## src/core/rgpb_regs.svh

```systemverilog
// register offsets, field layout, codes and reset values of the gpio bank
// assumes byte-wide registers addressed by an 8-bit offset
`ifndef RGPB_REGS_SVH
`define RGPB_REGS_SVH

// register offsets
`define RGPB_CFG_LOW_OFS     8'h10
`define RGPB_CFG_HIGH_OFS    8'h11
`define RGPB_STAT_A_OFS      8'h1c
`define RGPB_STAT_B_OFS      8'h1d

// per-pin configuration codes
`define RGPB_CODE_OUT_LOW    4'h1
`define RGPB_CODE_OUT_HIGH   4'h9
`define RGPB_CODE_INPUT      4'h3

// status bit positions for pins 0..3
`define RGPB_STAT_B_PIN0     0
`define RGPB_STAT_A_PIN1     7
`define RGPB_STAT_A_PIN2     6
`define RGPB_STAT_A_PIN3     5

// reset values: every pin undriven, default function
`define RGPB_CFG_RST         8'h00
`define RGPB_DATA_RST        8'h00

// synchroniser depth for pin inputs
`define RGPB_SYNC_STAGES     2

`endif

```

## src/core/rgpb_pkg.sv

```systemverilog
// types shared by the gpio bank modules
// assumes nothing beyond a SystemVerilog compiler
package rgpb_pkg;

  // one register access request, local or remote path
  typedef struct packed {
    logic       wr;     // write strobe, one cycle
    logic       rd;     // read strobe, one cycle
    logic [7:0] addr;   // register offset
    logic [7:0] wdata;  // write data
  } rgpb_req_t;

  // read answer, one cycle after the strobe
  typedef struct packed {
    logic       valid;  // read data valid pulse
    logic [7:0] data;   // read data
  } rgpb_rsp_t;

  // decoded pin mode
  typedef enum logic [1:0] {
    RGPB_MODE_OFF,
    RGPB_MODE_LOW,
    RGPB_MODE_HIGH,
    RGPB_MODE_IN
  } rgpb_mode_t;

endpackage

```

## src/core/rgpb_pin_cell.sv

```systemverilog
// one register-only gpio pin: mode decode, input sync, audio override
// assumes pin_in comes from a pad outside the ref_clk domain
`timescale 1ns/1ps
`include "rgpb_regs.svh"

module rgpb_pin_cell #(
  parameter bit SHARED_I2S = 1'b1  // pin doubles as an audio input
) (
  // clock and reset
  input  wire logic       ref_clk,
  input  wire logic       nrst,
  input  wire logic       ce,
  // configuration field from the register file
  input  wire logic [3:0] code,
  // pad side
  input  wire logic       pin_in,
  output logic            pin_out,
  output logic            pin_oe,
  // block side
  output logic            status,
  output logic            i2s_in
);

  logic                 sync1_reg;   // first stage, read only by sync2
  logic                 sync2_reg;   // second stage
  logic                 stat_reg;    // sampled level for status
  logic                 i2s_reg;     // level handed to audio input
  logic                 stat_next;
  logic                 i2s_next;
  rgpb_pkg::rgpb_mode_t mode;

  // code decode; unknown codes leave the pin alone
  always_comb begin
    case (code)
      `RGPB_CODE_OUT_LOW:  mode = rgpb_pkg::RGPB_MODE_LOW;
      `RGPB_CODE_OUT_HIGH: mode = rgpb_pkg::RGPB_MODE_HIGH;
      `RGPB_CODE_INPUT:    mode = rgpb_pkg::RGPB_MODE_IN;
      default:             mode = rgpb_pkg::RGPB_MODE_OFF;
    endcase
  end

  // drive only from the config flops, no other source
  assign pin_oe  = (mode == rgpb_pkg::RGPB_MODE_LOW) ||
                   (mode == rgpb_pkg::RGPB_MODE_HIGH);
  assign pin_out = (mode == rgpb_pkg::RGPB_MODE_HIGH);
  assign status  = stat_reg;
  assign i2s_in  = i2s_reg;

  // next status and audio levels from the synchronised pin
  always_comb begin
    stat_next = (mode == rgpb_pkg::RGPB_MODE_IN) ? sync2_reg : 1'b0;
    // gpio mode takes the pin away from the audio input
    if (SHARED_I2S && (mode != rgpb_pkg::RGPB_MODE_OFF)) begin
      i2s_next = 1'b0;
    end else begin
      i2s_next = sync2_reg;
    end
  end

  // state registers, frozen while ce is low
  always_ff @(posedge ref_clk) begin
    if (!nrst) begin
      sync1_reg <= 1'b0;
      sync2_reg <= 1'b0;
      stat_reg  <= 1'b0;
      i2s_reg   <= 1'b0;
    end else if (ce) begin
      sync1_reg <= pin_in;
      sync2_reg <= sync1_reg;
      stat_reg  <= stat_next;
      i2s_reg   <= i2s_next;
    end
  end
endmodule

```

## src/core/rgpb_top.sv

```systemverilog
// What this block does
// pins steered only by local register bits
// code 1 drives low, code 9 high
// code 3 samples pin into status bit
// gpio mode overrides shared audio input
// local and remote paths both configure, read
// pin settings and state never sent over link
// other codes leave pin undriven, default function
//
// register-only gpio bank: config registers, status, two access paths
// assumes the local and remote request strobes are on ref_clk already
`timescale 1ns/1ps
`include "rgpb_regs.svh"

module rgpb_top #(
  parameter int              NUM_PINS   = 4,         // fixed by the map
  parameter logic [3:0]      I2S_SHARED = 4'b1111    // pins shared w/ audio
) (
  // clock, reset, enable
  input  wire logic                ref_clk,
  input  wire logic                nrst,
  input  wire logic                ce,
  // local register access
  input  wire rgpb_pkg::rgpb_req_t loc_req,
  output rgpb_pkg::rgpb_rsp_t      loc_rsp,
  // remote register access from the control channel
  input  wire rgpb_pkg::rgpb_req_t rem_req,
  output rgpb_pkg::rgpb_rsp_t      rem_rsp,
  // pads
  input  wire logic [NUM_PINS-1:0] pin_in,
  output logic [NUM_PINS-1:0]      pin_out,
  output logic [NUM_PINS-1:0]      pin_oe,
  // audio input levels after the gpio override
  output logic [NUM_PINS-1:0]      i2s_in
);

  // the field and status layout below only exists for four pins
  if (NUM_PINS != 4) begin : g_bad_pins
    $error("rgpb_top supports exactly four pins");
  end

  logic [7:0]          cfg_low_reg;    // pins 2,3 fields
  logic [7:0]          cfg_high_reg;   // pins 0,1 fields
  logic [7:0]          cfg_low_next;
  logic [7:0]          cfg_high_next;
  logic [15:0]         cfg_all;        // pin i field at 15-4i
  logic [NUM_PINS-1:0] stat_bits;      // per-pin sampled levels
  logic [7:0]          stat_a;
  logic [7:0]          stat_b;
  rgpb_pkg::rgpb_rsp_t loc_rsp_reg;
  rgpb_pkg::rgpb_rsp_t rem_rsp_reg;
  rgpb_pkg::rgpb_rsp_t loc_rsp_next;
  rgpb_pkg::rgpb_rsp_t rem_rsp_next;

  // read mux, shared by both access paths; unmapped reads give zero
  function automatic logic [7:0] read_mux(input logic [7:0] addr,
                                          input logic [7:0] lo,
                                          input logic [7:0] hi,
                                          input logic [7:0] sa,
                                          input logic [7:0] sb);
    logic [7:0] d;
    d = `RGPB_DATA_RST;
    if (addr == `RGPB_CFG_LOW_OFS) begin
      d = lo;
    end else if (addr == `RGPB_CFG_HIGH_OFS) begin
      d = hi;
    end else if (addr == `RGPB_STAT_A_OFS) begin
      d = sa;
    end else if (addr == `RGPB_STAT_B_OFS) begin
      d = sb;
    end
    return d;
  endfunction

  // write hit test, shared by both paths and both config registers
  function automatic logic wr_hit(input rgpb_pkg::rgpb_req_t r,
                                  input logic [7:0]          ofs);
    return r.wr && (r.addr == ofs);
  endfunction

  assign cfg_all = {cfg_high_reg, cfg_low_reg};

  // status layout; unlisted bits read as zero
  always_comb begin
    stat_a                     = `RGPB_DATA_RST;
    stat_b                     = `RGPB_DATA_RST;
    stat_b[`RGPB_STAT_B_PIN0]  = stat_bits[0];
    stat_a[`RGPB_STAT_A_PIN1]  = stat_bits[1];
    stat_a[`RGPB_STAT_A_PIN2]  = stat_bits[2];
    stat_a[`RGPB_STAT_A_PIN3]  = stat_bits[3];
  end

  // config writes: either path, local wins a same-cycle clash
  always_comb begin
    cfg_low_next  = cfg_low_reg;
    cfg_high_next = cfg_high_reg;
    if (wr_hit(rem_req, `RGPB_CFG_LOW_OFS)) begin
      cfg_low_next = rem_req.wdata;
    end
    if (wr_hit(loc_req, `RGPB_CFG_LOW_OFS)) begin
      cfg_low_next = loc_req.wdata;
    end
    if (wr_hit(rem_req, `RGPB_CFG_HIGH_OFS)) begin
      cfg_high_next = rem_req.wdata;
    end
    if (wr_hit(loc_req, `RGPB_CFG_HIGH_OFS)) begin
      cfg_high_next = loc_req.wdata;
    end
  end

  // config registers; status registers are read-only, writes dropped
  always_ff @(posedge ref_clk) begin
    if (!nrst) begin
      cfg_low_reg  <= `RGPB_CFG_RST;
      cfg_high_reg <= `RGPB_CFG_RST;
    end else if (ce) begin
      cfg_low_reg  <= cfg_low_next;
      cfg_high_reg <= cfg_high_next;
    end
  end

  // read answers, both paths see the same registers
  always_comb begin
    loc_rsp_next.valid = loc_req.rd;
    loc_rsp_next.data  = read_mux(loc_req.addr, cfg_low_reg,
                                  cfg_high_reg, stat_a, stat_b);
    rem_rsp_next.valid = rem_req.rd;
    rem_rsp_next.data  = read_mux(rem_req.addr, cfg_low_reg,
                                  cfg_high_reg, stat_a, stat_b);
  end

  // answer registers: valid is a one-cycle pulse
  always_ff @(posedge ref_clk) begin
    if (!nrst) begin
      loc_rsp_reg <= '0;
      rem_rsp_reg <= '0;
    end else if (ce) begin
      loc_rsp_reg <= loc_rsp_next;
      rem_rsp_reg <= rem_rsp_next;
    end
  end

  assign loc_rsp = loc_rsp_reg;
  assign rem_rsp = rem_rsp_reg;

  // one cell per pin; nothing here feeds the serial link, so the
  // pin settings and levels stay inside this device
  for (genvar i = 0; i < NUM_PINS; i++) begin : g_pin
    rgpb_pin_cell #(
      .SHARED_I2S (I2S_SHARED[i])
    ) u_cell (
      .ref_clk (ref_clk),
      .nrst    (nrst),
      .ce      (ce),
      .code    (cfg_all[15-4*i -: 4]),
      .pin_in  (pin_in[i]),
      .pin_out (pin_out[i]),
      .pin_oe  (pin_oe[i]),
      .status  (stat_bits[i]),
      .i2s_in  (i2s_in[i])
    );
  end
endmodule

```

## config.mk

```make
export PLATFORM = sky130hd
export DESIGN_NAME = rgpb_top
export DESIGN_NICKNAME = d
export VERILOG_FILES = /design/src/core/rgpb_pkg.sv /design/src/core/rgpb_pin_cell.sv /design/src/core/rgpb_top.sv
export VERILOG_INCLUDE_DIRS = /design/src /design/src/core
export SDC_FILE = /design/constraint.sdc
export NUM_CORES = 1
export LEC_CHECK = 0
export BUFFER_PORTS_ARGS = -buffer_cell sky130_fd_sc_hd__clkbuf_2
export CAP_MARGIN = 30
export CORE_ASPECT_RATIO = 1.75
export CORE_MARGIN = 1.5
export CORE_UTILIZATION = 55
export DETAILED_ROUTE_END_ITERATION = 10
export PLACE_DENSITY = 0.94
export SETUP_SLACK_MARGIN = 0.05
export SYNTH_ARGS = -nofsm -noshare
export SYNTH_HDL_FRONTEND = slang
export SYNTH_SLANG_ARGS = --single-unit
```

## constraint.sdc

```tcl
create_clock -name ref_clk -period 3.5 [get_ports ref_clk]
set_clock_uncertainty 0.15 [all_clocks]
set_input_delay 0.35 -clock ref_clk [delete_from_list [all_inputs] [get_ports ref_clk]]
set_output_delay 0.35 -clock ref_clk [all_outputs]
set_load 0.02 [all_outputs]
```

* Word level (Yosys, flattened, before mapping) *
Index checks and enable logic that the tools add are counted.

cells by class
  mux-type cells = 24
  equal/unequal tests = 32
  reduce and logical (&&, ||, !) cells = 16

operators by type and width
  cell                  count
  $mux W8               10
  $eq A8 B5 Y1 const B  8
  $pmux W2 S3           4
  $eq A2 B2 Y1 const B  8
  $eq A4 B1 Y1 const B  4
  $eq A4 B2 Y1 const B  4
  $eq A4 B4 Y1 const B  4
  $reduce_bool A2 Y1    6
  $mux W1               10
  $eq A2 B1 Y1 const B  4
  $logic_and A1 B1 Y1   4
  $logic_or A1 B1 Y1    4
  $reduce_and A2 Y1     2

word-level totals
  register bits = 50
  output and inout bits = 30
  word-level logic and storage cells = 94

* Longest topological paths before layout *
Gate-level depths: netlist of run 1.

  depth in word-level cells = 5
  depth in mapped cells = 7
  depth with buffers taken out = 5

* Hierarchy *
Synthesis of run 1 repeated with hierarchy kept, for this count alone.

unflattened totals
  cells, all modules = 278
  area, all modules = 2680.1 µm²

modules (own cells, without submodules)
  module         times used  cells an instance  sequential area each (µm²)  area each (µm²)
  rgpb_top       1           202                680.7                       1864.3
  rgpb_pin_cell  4           19                 80.1                        203.9

* Worst setup path before layout of run 1 *
OpenSTA, ideal clock, no wires.

  path type = input -> register
  from = in rem_req[13] (netlist name)
  to = reg cfg_high_reg[5]
  setup slack = 1.351 ns
  stages = 6
  data arrival time = 1.932 ns
  required time = 3.283 ns
  library setup time = 0.067 ns
  buffers on the path = 2
  cells stage by stage = or4b_4 or4_4 buf_6 buf_8 o21a_1 a21oi_2

on the way
  cells in the longest elaborated chain, start to end = 4

ends and longest elaborated chain
  what                                 RTL line         source
  start: declaration                   rgpb_top.sv:27   input wire rgpb_pkg::rgpb_req_t rem_req,
  $eq A8 B5 Y1                         rgpb_top.sv:78   return r.wr && (r.addr == ofs);
  $logic_and A1 B1 Y1                  rgpb_top.sv:78
  $reduce_bool A2 Y1 (no source line)  n/a
  $reduce_and A2 Y1 (no source line)   n/a
  end signal: assignment               rgpb_top.sv:115  cfg_high_reg <= `RGPB_CFG_RST;
  end signal: assignment               rgpb_top.sv:118  cfg_high_reg <= cfg_high_next;
  end: declaration                     rgpb_top.sv:43   logic [7:0] cfg_high_reg;

No other way between the ends.
A chain may end at the register's enable or synchronous reset.

* Final worst setup path of run 1 *
  from = reg cfg_low_reg[7]
  to = out pin_oe[2]

on the way
  cells in the longest elaborated chain, start to end = 4
  elaborated cells on any way between the ends = 7

ends and longest elaborated chain
  what                                                 RTL line                                  source
  start: declaration                                   rgpb_top.sv:42                            logic [7:0] cfg_low_reg;
  start signal: assignment                             rgpb_top.sv:114                           cfg_low_reg <= `RGPB_CFG_RST;
  start signal: assignment                             rgpb_top.sv:117                           cfg_low_reg <= cfg_low_next;
  $eq A4 B2 Y1 (tied with other cells)                 rgpb_pin_cell.sv:34                       case (code)
  $pmux W2 S3 *                                        rgpb_pin_cell.sv:34
  $eq A2 B1 Y1 / $eq A2 B2 Y1 (equally long branches)  rgpb_pin_cell.sv:43, rgpb_pin_cell.sv:44
  $logic_or A1 B1 Y1 *                                 rgpb_pin_cell.sv:43                       assign pin_oe = (mode == rgpb_pkg::RGPB_MODE_LOW) ||
  end: declaration                                     rgpb_top.sv:32                            output logic [NUM_PINS-1:0] pin_oe,

Mark *: on every way between the ends. The rest lies on a longest branch, timed or not.

==> results.sh, run 1 <==
export IMPL_status="complete, no violations"
export IMPL_min_period_ns=2.41
export IMPL_grt_first_pass_wirelength_um=11800
export IMPL_grt_pass1_vias=2452
export IMPL_cts_resized=0
export IMPL_die_area_sq_um=5570
export IMPL_synth_top_family_by_area="compound AO/OA/AOI/OAI gates"
export IMPL_grt_use_total=0.264
export IMPL_htree_num_levels=2
export IMPL_max_freq_mhz=415
export IMPL_yosys_area_share_simple=0.242
export IMPL_worstPathRequired_ns=3.00
export IMPL_rsz0062_at_grt="no"
export IMPL_cts_hold_buf=0
export IMPL_place_congestion=0.898
export IMPL_cp_slowest_cell="nor4bb_1"
export IMPL_cts_setup_buffers=0
export IMPL_nNetsFinal=429
export IMPL_wl_per_cell_um=16.3
export IMPL_ys_seq_area_frac=0.356
export IMPL_netlist_area_sq_um=2820
export IMPL_grt_max_degree=63
export IMPL_final_cell_area_sq_um=3160
export IMPL_vias=2739
export IMPL_yosys_top_cells_area="dfxtp_1 36%, mux2i_1 6.4%, a21oi_1 5.3%"
export IMPL_drive_above_1_share=0.238
export IMPL_n_antenna_cell=0
export IMPL_root_buffer="clkbuf_8"
export IMPL_tightest_slew_ns=1.02
export IMPL_post_dp_hpwl_um=5110
export IMPL_antenna_found_initial=0
export IMPL_ys_types=38
export IMPL_routed_via_density=6.27
export IMPL_fp_coreArea_sq_um=4930
export IMPL_min_path_type="in -> reg"
export IMPL_p_leak_nw=1.20
export IMPL_clk_pin_slew_ns=0.10
export IMPL_drt_pass1_iter_count=6
export IMPL_die_w_um=57.1
export IMPL_synth_top_area_frac=0.356
export IMPL_clk_latency_ns=0.31
export IMPL_final_common_cell="clkbuf_2"
export IMPL_routed_wl_um=7140
export IMPL_fin_setup_tns_ns=0
export IMPL_cts_tree="done"
export IMPL_p_per_area_nw_per_um2=328
export IMPL_cp_cell_sequence="nor4bb_1 > a21oi_1 > ha_1 > clkbuf_2"
export IMPL_cap_violations=0
export IMPL_ir_worst_vdd_mv=0.392
export IMPL_portBuffers=72
export IMPL_initialDrtViolationCount=135
export IMPL_syn_avg_cell_area_sq_um=8.40
export IMPL_endpoint_kind="output pin"
export IMPL_setup_viol=0
export IMPL_layout_common_cells="72 x clkbuf_2, 50 x dfxtp_1, 30 x a21oi_1, 27 x nand3_1"
export IMPL_cts_inserted_buffers=5
export IMPL_post_synth_xor_area_fraction=0
export IMPL_clock_path_buffers=2
export IMPL_synthAdderAreaFrac=0.0178
export IMPL_synthMuxAreaShare=0.0640
export IMPL_slew_headroom=0.322
export IMPL_dieHeight_um=97.6
export IMPL_area_delta_synth_final_pct=12.4
export IMPL_crit_fanout=6
export IMPL_crit_type="reg -> out"
export IMPL_drc=0
export IMPL_crit_family="simple AND/OR/NAND/NOR gates"
export IMPL_slowest_delay_ns=0.56
export IMPL_final_period_utilization=0.689
export IMPL_synthCells=335
export IMPL_synth_seq_cells=50
export IMPL_num_rows=34
export IMPL_yosysTopAreaCell="dfxtp_1"
export IMPL_hold_viol_final=0
export IMPL_crit_buf_inv=1
export IMPL_grt_overflow_total=0
export IMPL_ios=73
export IMPL_start_util=0.570
export IMPL_power_w=0.00104
export IMPL_ant_nets=0
export IMPL_cp_start_kind="flip-flop"
export IMPL_clkSinkCount=50
export IMPL_synth_compound_area_frac=0.242
export IMPL_slew_violations=0
export IMPL_worstPathArrival_ns=1.91
export IMPL_placed_cell_area_sq_um=3070
export IMPL_synth_nets=382
export IMPL_yosysWarnings=0
## per-stage QoR
step	utilization	hold WS [ns]	cells	worst slack, ns
after floorplan	-	0.300	335	1.35
after global placement	0.623	0.285	429	1.32
after detailed placement	0.623	0.291	429	1.29
after CTS	0.641	0.142	437	1.10
after global routing	0.641	0.154	437	1.07
final	0.641	0.148	437	1.09
## power breakdown
part	total [W]	switching (W)	internal, W	leakage [nW]
clock	0.000340	0.000199	0.000141	0.0441
sequential	0.000579	0.00000407	0.000575	0.404
combinational	0.000118	0.0000699	0.0000480	0.751
## Yosys cell counts, drive strengths merged
cell type	n
nand2b	8
dfxtp	50
or4b	1
nor4bb	4
a21oi	32
o41ai	1
nor2	17
ha	4
nor4	1
clkbuf	20
o21ai	11
a21boi	8
mux2i	18
a211oi	1
buf	16
nand3	27
nor4b	2
nor2b	13
nand2	18
o21a	17
nand4	8
and2	8
nor3b	4
nand4b	2
or4	3
o2bb2ai	8
o221ai	16
or2	2
inv	6
nor3	2
o31ai	6
nand3b	1
## routing by layer
layer	part of all wire	GRT usage	vias to the layer above
li1	-	-	1317
met1	0.37	0.323	1262
met2	0.52	0.439	133
met3	0.071	0.0453	27
met4	0.040	0.123	0
met5	0	0	-
## final cells by class
cell class | count | area (sq um)
fillers | 412 | 1770
clock buffers | 5 | 68.8
flip-flops and latches | 50 | 1000
inverters | 6 | 22.5
repair buffers | 76 | 390
clock inverters | 3 | 21.3
well taps | 54 | 67.6
multi-input cells | 243 | 1590
## final timing paths
| check | slack, ns | cells past startpoint | end | startpoint |
|---|---|---|---|---|
| worst max-delay path | 1.09 | 4 | pin_oe[2] | cfg_low_reg[7] |
| worst min-delay path | 0.15 | 3 | g_pin[2].u_cell.sync1_reg | pin_in[2] |
| worst max register to register | 1.77 | 5 | g_pin[2].u_cell.i2s_in | cfg_low_reg[7] |
| worst min register to register | 0.30 | 2 | rem_rsp[7] | rem_rsp[7] |
## worst register-to-register path: stages (launching register included)
cell and delay [ns]:
dfxtp_1 0.49, nor4bb_1 0.56, a21oi_1 0.08, ha_1 0.20, nand3_1 0.07, a21boi_0 0.08
## logic make-up (layout without fill, tap and decap cells)
logic type,count (synthesis),count (layout)
AND/OR/NAND/NOR,121,121
adder cells (fa/ha/maj),4,4
buffers and inverters,42,90
multiplexers,18,18
flip-flops,50,50
AO/OA/AOI/OAI,100,100
Note: power is estimated with default switching activity, not from simulation.
==> inputs of run 2 (changes only) <==
- ABC_AREA: unset -> 1
- CORE_UTILIZATION: 55 -> 53
- PLACE_DENSITY: 0.94 -> 0.91
- clock period: 3.5 -> 2.51 ns (I/O delays scaled with it)
==> run 2 against run 1 <==
- power grew 62%
- design area grew 5.3%
- sequential power grew 42%
- combinational power grew 54%
- global-route usage grew 0.99 points
- die area grew 7.0%
- synthesized cell count grew 35%
- non-clock buffer count is the same
- clock power grew 98%
- critical path type unchanged
==> results.sh, run 2 <==
export IMPL_ys_types=23
export IMPL_yosysTopAreaCell="dfxtp_1"
export IMPL_ys_seq_area_frac=0.344
export IMPL_ant_nets=0
export IMPL_grt_max_degree=37
export IMPL_slew_violations=0
export IMPL_grt_overflow_total=0
export IMPL_grt_pass1_vias=2972
export IMPL_die_w_um=59.0
export IMPL_drive_above_1_share=0.208
export IMPL_yosys_top_cells_area="dfxtp_1 34%, nand2_1 14%, nand3_1 11%"
export IMPL_wl_per_cell_um=13.0
export IMPL_n_antenna_cell=0
export IMPL_clk_latency_ns=0.30
export IMPL_r2r_setup_slack_ns=0.78
export IMPL_ios=73
export IMPL_yosysWarnings=0
export IMPL_clkSinkCount=50
export IMPL_portBuffers=72
export IMPL_routed_via_density=5.27
export IMPL_start_util=0.549
export IMPL_post_dp_hpwl_um=5750
export IMPL_p_leak_nw=1.71
export IMPL_worstRegToRegCells=7
export IMPL_final_period_utilization=0.913
export IMPL_utilization=0.629
export IMPL_min_period_ns=2.29
export IMPL_r2r_end="g_pin[3].u_cell.i2s_in"
export IMPL_nNetsFinal=552
export IMPL_synth_nets=500
export IMPL_place_congestion=0.894
export IMPL_cts_inserted_buffers=5
export IMPL_cp_startpoint="cfg_low_reg[0]"
export IMPL_ys_top_cells_by_count="111 x nand2_1, 73 x nor2_1, 66 x nand3_1"
export IMPL_endpoint_kind="output pin"
export IMPL_synthCells=453
export IMPL_crit_end="pin_oe[3]"
export IMPL_slew_headroom=0.481
export IMPL_syn_avg_cell_area_sq_um=6.43
export IMPL_worst_slack_ns=0.218
export IMPL_worstPathRequired_ns=2.11
export IMPL_layout_common_cells="111 x nand2_1, 73 x nor2_1, 72 x clkbuf_2, 66 x nand3_1, 50 x dfxtp_1"
export IMPL_cts_hold_buf=0
export IMPL_initialDrtViolationCount=139
export IMPL_power_w=0.00168
export IMPL_status="complete, no violations"
export IMPL_dp_cells=572
export IMPL_ys_async_sr_fraction=0
export IMPL_cts_tree="done"
export IMPL_vias=3055
export IMPL_root_buffer="clkbuf_8"
export IMPL_routed_wl_um=7560
export IMPL_fin_cells=580
export IMPL_clock_path_buffers=2
export IMPL_max_freq_mhz=436
export IMPL_crit_fanout=4
export IMPL_min_path_type="in -> reg"
export IMPL_num_rows=35
export IMPL_synth_top_area_frac=0.344
export IMPL_drt_pass1_iter_count=5
export IMPL_cts_resized=0
export IMPL_area_delta_synth_final_pct=14.5
export IMPL_fp_coreArea_sq_um=5300
export IMPL_yosys_cell_count_top_type="nand2_1"
export IMPL_worstPathArrival_ns=1.89
export IMPL_clk_pin_slew_ns=0.09
export IMPL_cp_start_kind="flip-flop"
export IMPL_dieHeight_um=101
export IMPL_cap_violations=0
export IMPL_cts_setup_buffers=0
export IMPL_hold_viol_final=0
export IMPL_p_per_area_nw_per_um2=504
export IMPL_synth_edf_count=0
export IMPL_place_ws_ns=0.554
export IMPL_die_area_sq_um=5960
export IMPL_r2r_start="cfg_low_reg[0]"
export IMPL_netlist_area_sq_um=2910
export IMPL_synth_seq_cells=50
export IMPL_crit_type="reg -> out"
export IMPL_antenna_found_initial=0
export IMPL_rsz0062_at_grt="no"
export IMPL_htree_num_levels=2
export IMPL_setup_viol=0
export IMPL_final_common_cell="nand2_1"
export IMPL_grt_first_pass_wirelength_um=12500
export IMPL_drc=0
export IMPL_grt_use_total=0.274
export IMPL_ys_flop_type="dfxtp_1"
export IMPL_tightest_slew_ns=0.776
export IMPL_fin_setup_tns_ns=0
export IMPL_ir_worst_vdd_mv=0.541
[run 2: cell types whose count changed in the layout (fill, tap and decap cells not counted), moves of 13 or more]
cell	before	now
nor2_1	17	73
nor2b_1	13	0
mux2i_1	18	0
o21a_1	17	0
nand3_1	27	66
nand2_1	18	111
o221ai_1	16	0
inv_1	6	48
[run 2: how the worst min path moves through the flow]
stage                      startpoint                        end  slack, ns  depth (start not counted)
final                     rem_req[16]                 rem_rsp[8]       0.02                          3
after global routing        pin_in[0]  g_pin[0].u_cell.sync1_reg       0.03                          3
after CTS                   pin_in[0]  g_pin[0].u_cell.sync1_reg       0.02                          3
after detailed placement   rem_rsp[7]                 rem_rsp[7]       0.31                          2
after global placement     rem_rsp[5]                 rem_rsp[5]       0.30                          2
after floorplan             pin_in[0]  g_pin[0].u_cell.sync1_reg       0.24                          2
[run 2: critical path, cell delays in order (launching register included)]
cell and delay (ns):
dfxtp_1 0.35, inv_1 0.10, nor4_1 0.45, or2_2 0.20, inv_1 0.04, ha_1 0.28, clkbuf_2 0.17
[run 2: where the power goes]
part / total (W) / internal (W) / switching (W)
clock network: 0.000673 / 0.000399 / 0.000274
registers: 0.000825 / 0.000813 / 0.0000119
logic: 0.000182 / 0.0000649 / 0.000117
[run 2: cells by family after synthesis]
group	Yosys count	share of synthesized area
compound gates	44	0.0808
fa+ha+maj	4	0.0172
buf+inv	80	0.131
flops	50	0.344
simple gates	275	0.427
[run 2: area by class of cell]
type	instances	area (sq um)
flip-flops and latches	50	1000
well taps	74	92.6
multi-input cells	323	1530
clock buffers	5	68.8
clock inverters	3	68.8
repair buffers	76	390
fillers	481	1970
inverters	49	184
[run 2: stage by stage]
| stage | instance area (sq um) | hold WS [ns] |
|---|---|---|
| 5_1_grt | 3330 | 0.0291 |
| 3_5_place_dp | 3200 | 0.307 |
| 6_report | 3330 | 0.0153 |
| 4_1_cts | 3330 | 0.0182 |
| 3_3_place_gp | 3200 | 0.304 |
| 2_1_floorplan | 2910 | 0.236 |
[run 2: per-layer routing]
layer / global-route usage / share of wire / wire length [um]
met1: 0.276 / 0.37 / 2770
met2: 0.496 / 0.53 / 4040
met3: 0.0321 / 0.040 / 305
met4: 0.194 / 0.058 / 442
met5: 0 / 0 / 0
==> inputs of run 3 (changes only) <==
- BUFFER_PORTS_ARGS: -buffer_cell sky130_fd_sc_hd__clkbuf_2 -> unset
- CORE_UTILIZATION: 53 -> 55
- DONT_BUFFER_PORTS: unset -> 1
- PLACE_DENSITY: 0.91 -> 0.81
==> run 3 against run 2 <==
- the run now ends with design-rule violations left
- highest routed layer unchanged
- clock power down 27%
- final cell count down 14%
- largest power group unchanged
- core utilization down 2.2 points
- sequential share of layout area up 2.8 points
- worst setup slack better by 0.16 ns
- critical path type unchanged
- critical path depth down 1
==> results.sh, run 3 (synthesis results as in run 2) <==
export IMPL_grt_first_pass_wirelength_um=11900
export IMPL_htree_num_levels=2
export IMPL_rsz0062_at_grt="no"
export IMPL_violations="design-rule violations"
export IMPL_clk_latency_ns=0.31
export IMPL_slew_violations=0
export IMPL_vias=2873
export IMPL_fp_coreArea_sq_um=5020
export IMPL_die_w_um=58
export IMPL_min_path_type="in -> reg"
export IMPL_routed_wl_um=7480
export IMPL_worstPathArrival_ns=1.73
export IMPL_clock_path_buffers=2
export IMPL_cp_cell_sequence="inv_1 > nor4_1 > or2_2 > inv_1 > ha_1"
export IMPL_r2r_start="cfg_low_reg[4]"
export IMPL_routed_via_density=5.73
export IMPL_holdPathStages=3
export IMPL_p_int_w=0.00108
export IMPL_p_sw_frac=0.256
export IMPL_endpoint_kind="output pin"
export IMPL_r2r_setup_slack_ns=0.86
export IMPL_drt_pass1_iter_count=8
export IMPL_cts_inserted_buffers=5
export IMPL_place_congestion=0.907
export IMPL_crit_family="simple AND/OR/NAND/NOR gates"
export IMPL_r2r_end="g_pin[2].u_cell.i2s_in"
export IMPL_utilization=0.607
export IMPL_worst_slack_ns=0.381
export IMPL_nNetsFinal=493
export IMPL_slew_headroom=0.434
export IMPL_dieHeight_um=99.3
export IMPL_pwr_share_comb=0.086
export IMPL_switchingPower_w=0.000373
export IMPL_portBuffers=0
export IMPL_start_util=0.580
export IMPL_hp_start="ce"
export IMPL_wl_per_cell_um=14.9
export IMPL_setup_viol=0
export IMPL_grt_overflow_total=0
export IMPL_ios=73
export IMPL_die_area_sq_um=5760
export IMPL_cts_resized=0
export IMPL_grt_use_total=0.265
export IMPL_hold_viol_final=0
export IMPL_grt_max_degree=35
export IMPL_area_delta_synth_final_pct=4.68
export IMPL_tightest_slew_ns=0.845
export IMPL_p_per_area_nw_per_um2=478
export IMPL_ant_nets=0
export IMPL_cp_start_kind="flip-flop"
export IMPL_slowest_delay_ns=0.42
export IMPL_layout_common_cells="111 x nand2_1, 73 x nor2_1, 66 x nand3_1, 50 x dfxtp_1, 48 x inv_1"
export IMPL_pwr_share_clk=0.338
export IMPL_initialDrtViolationCount=134
export IMPL_worstPathRequired_ns=2.11
export IMPL_antenna_found_initial=0
export IMPL_final_common_cell="nand2_1"
export IMPL_post_dp_hpwl_um=5370
export IMPL_power_w=0.00146
export IMPL_drive_above_1_share=0.0805
export IMPL_num_rows=34
export IMPL_min_period_ns=2.13
export IMPL_holdPathEnd="rem_rsp[3]"
export IMPL_clkSinkCount=50
export IMPL_crit_buf_inv=2
export IMPL_max_freq_mhz=470
export IMPL_crit_type="reg -> out"
export IMPL_crit_top_cell="inv_1"
export IMPL_p_leak_nw=1.45
export IMPL_place_ws_ns=0.742
export IMPL_cap_violations=0
export IMPL_n_antenna_cell=0
export IMPL_root_buffer="clkbuf_8"
export IMPL_ir_worst_vdd_mv=0.421
export IMPL_drc=10
export IMPL_power_frac_seq=0.576
export IMPL_final_period_utilization=0.848
export IMPL_grt_pass1_vias=2769
export IMPL_fin_setup_tns_ns=0
export IMPL_clk_pin_slew_ns=0.09
export IMPL_status="finished with violations"
export IMPL_cts_tree="done"
export IMPL_cp_startpoint="cfg_low_reg[4]"
export IMPL_crit_fanout=5
export IMPL_worstRegToRegCells=7
export IMPL_cp_slowest_cell="dfxtp_1"
==> run 3: cell count changes in the layout (fill, tap and decap cells not counted), sizes merged <==
cell,before,now
clkbuf,77,6
dlygate4sd3,0,10
buf,4,7
bufinv,2,0
clkinvlp,0,1
==> run 3: cell type report <==
cell class	instances	area (sq um)
well taps	54	67.6
flip-flops and latches	50	1000
clock inverters	2	12.5
multi-input cells	323	1530
clock buffers	6	82.6
repair buffers	17	173
fillers	486	1970
inverters	49	184
==> run 3: through the flow <==
| step | cells | instance area, sq um | hold WS [ns] |
|---|---|---|---|
| 2_1_floorplan | 453 | 2910 | 0.236 |
| 3_3_place_gp | 482 | 2830 | 0.228 |
| 6_report | 501 | 3050 | 0.0100 |
| 3_5_place_dp | 482 | 2830 | 0.228 |
| 4_1_cts | 500 | 3020 | 0.00831 |
| 5_1_grt | 501 | 3050 | 0.0166 |
==> run 3: how the worst max path moves through the flow <==
stage,to,slack (ns),cells after the start
after floorplan,pin_oe[1],0.85,6
after global placement,pin_oe[1],0.79,5
after detailed placement,pin_oe[2],0.74,5
after CTS,g_pin[3].u_cell.sync1_reg,0.23,4
after global routing,pin_oe[1],0.27,5
final,pin_oe[2],0.38,5
==> run 3: metal layers <==
layer,track usage,vias to the layer above,wire length (um)
li1,-,1406,-
met1,0.256,1286,2570
met2,0.470,142,3890
met3,0.0533,39,510
met4,0.206,0,501
met5,0,-,0
==> run 3: what timing repair did <==
action | CTS | global route
endpoints found under the hold margin | 44 | 0
buffers inserted | 0 | 0
hold buffers | 10 | 0
==> run 3: power by group through the flow <==
stage,Clock (W),Sequential (W),Combinational [W]
after floorplan,0,0.000851,0.000106
after global placement,0,0.000857,0.0000908
after detailed placement,0,0.000858,0.0000935
after CTS,0.000498,0.000839,0.000119
after global routing,0.000519,0.000842,0.000141
final,0.000492,0.000839,0.000126
==> run 3: worst reg2reg max path: stages, from the launching register on <==
cell	delay, ns
dfxtp_1	0.42
inv_1	0.08
nor4_1	0.32
or2_2	0.18
inv_1	0.03
ha_1	0.16
nand3_1	0.07
a21oi_1	0.09
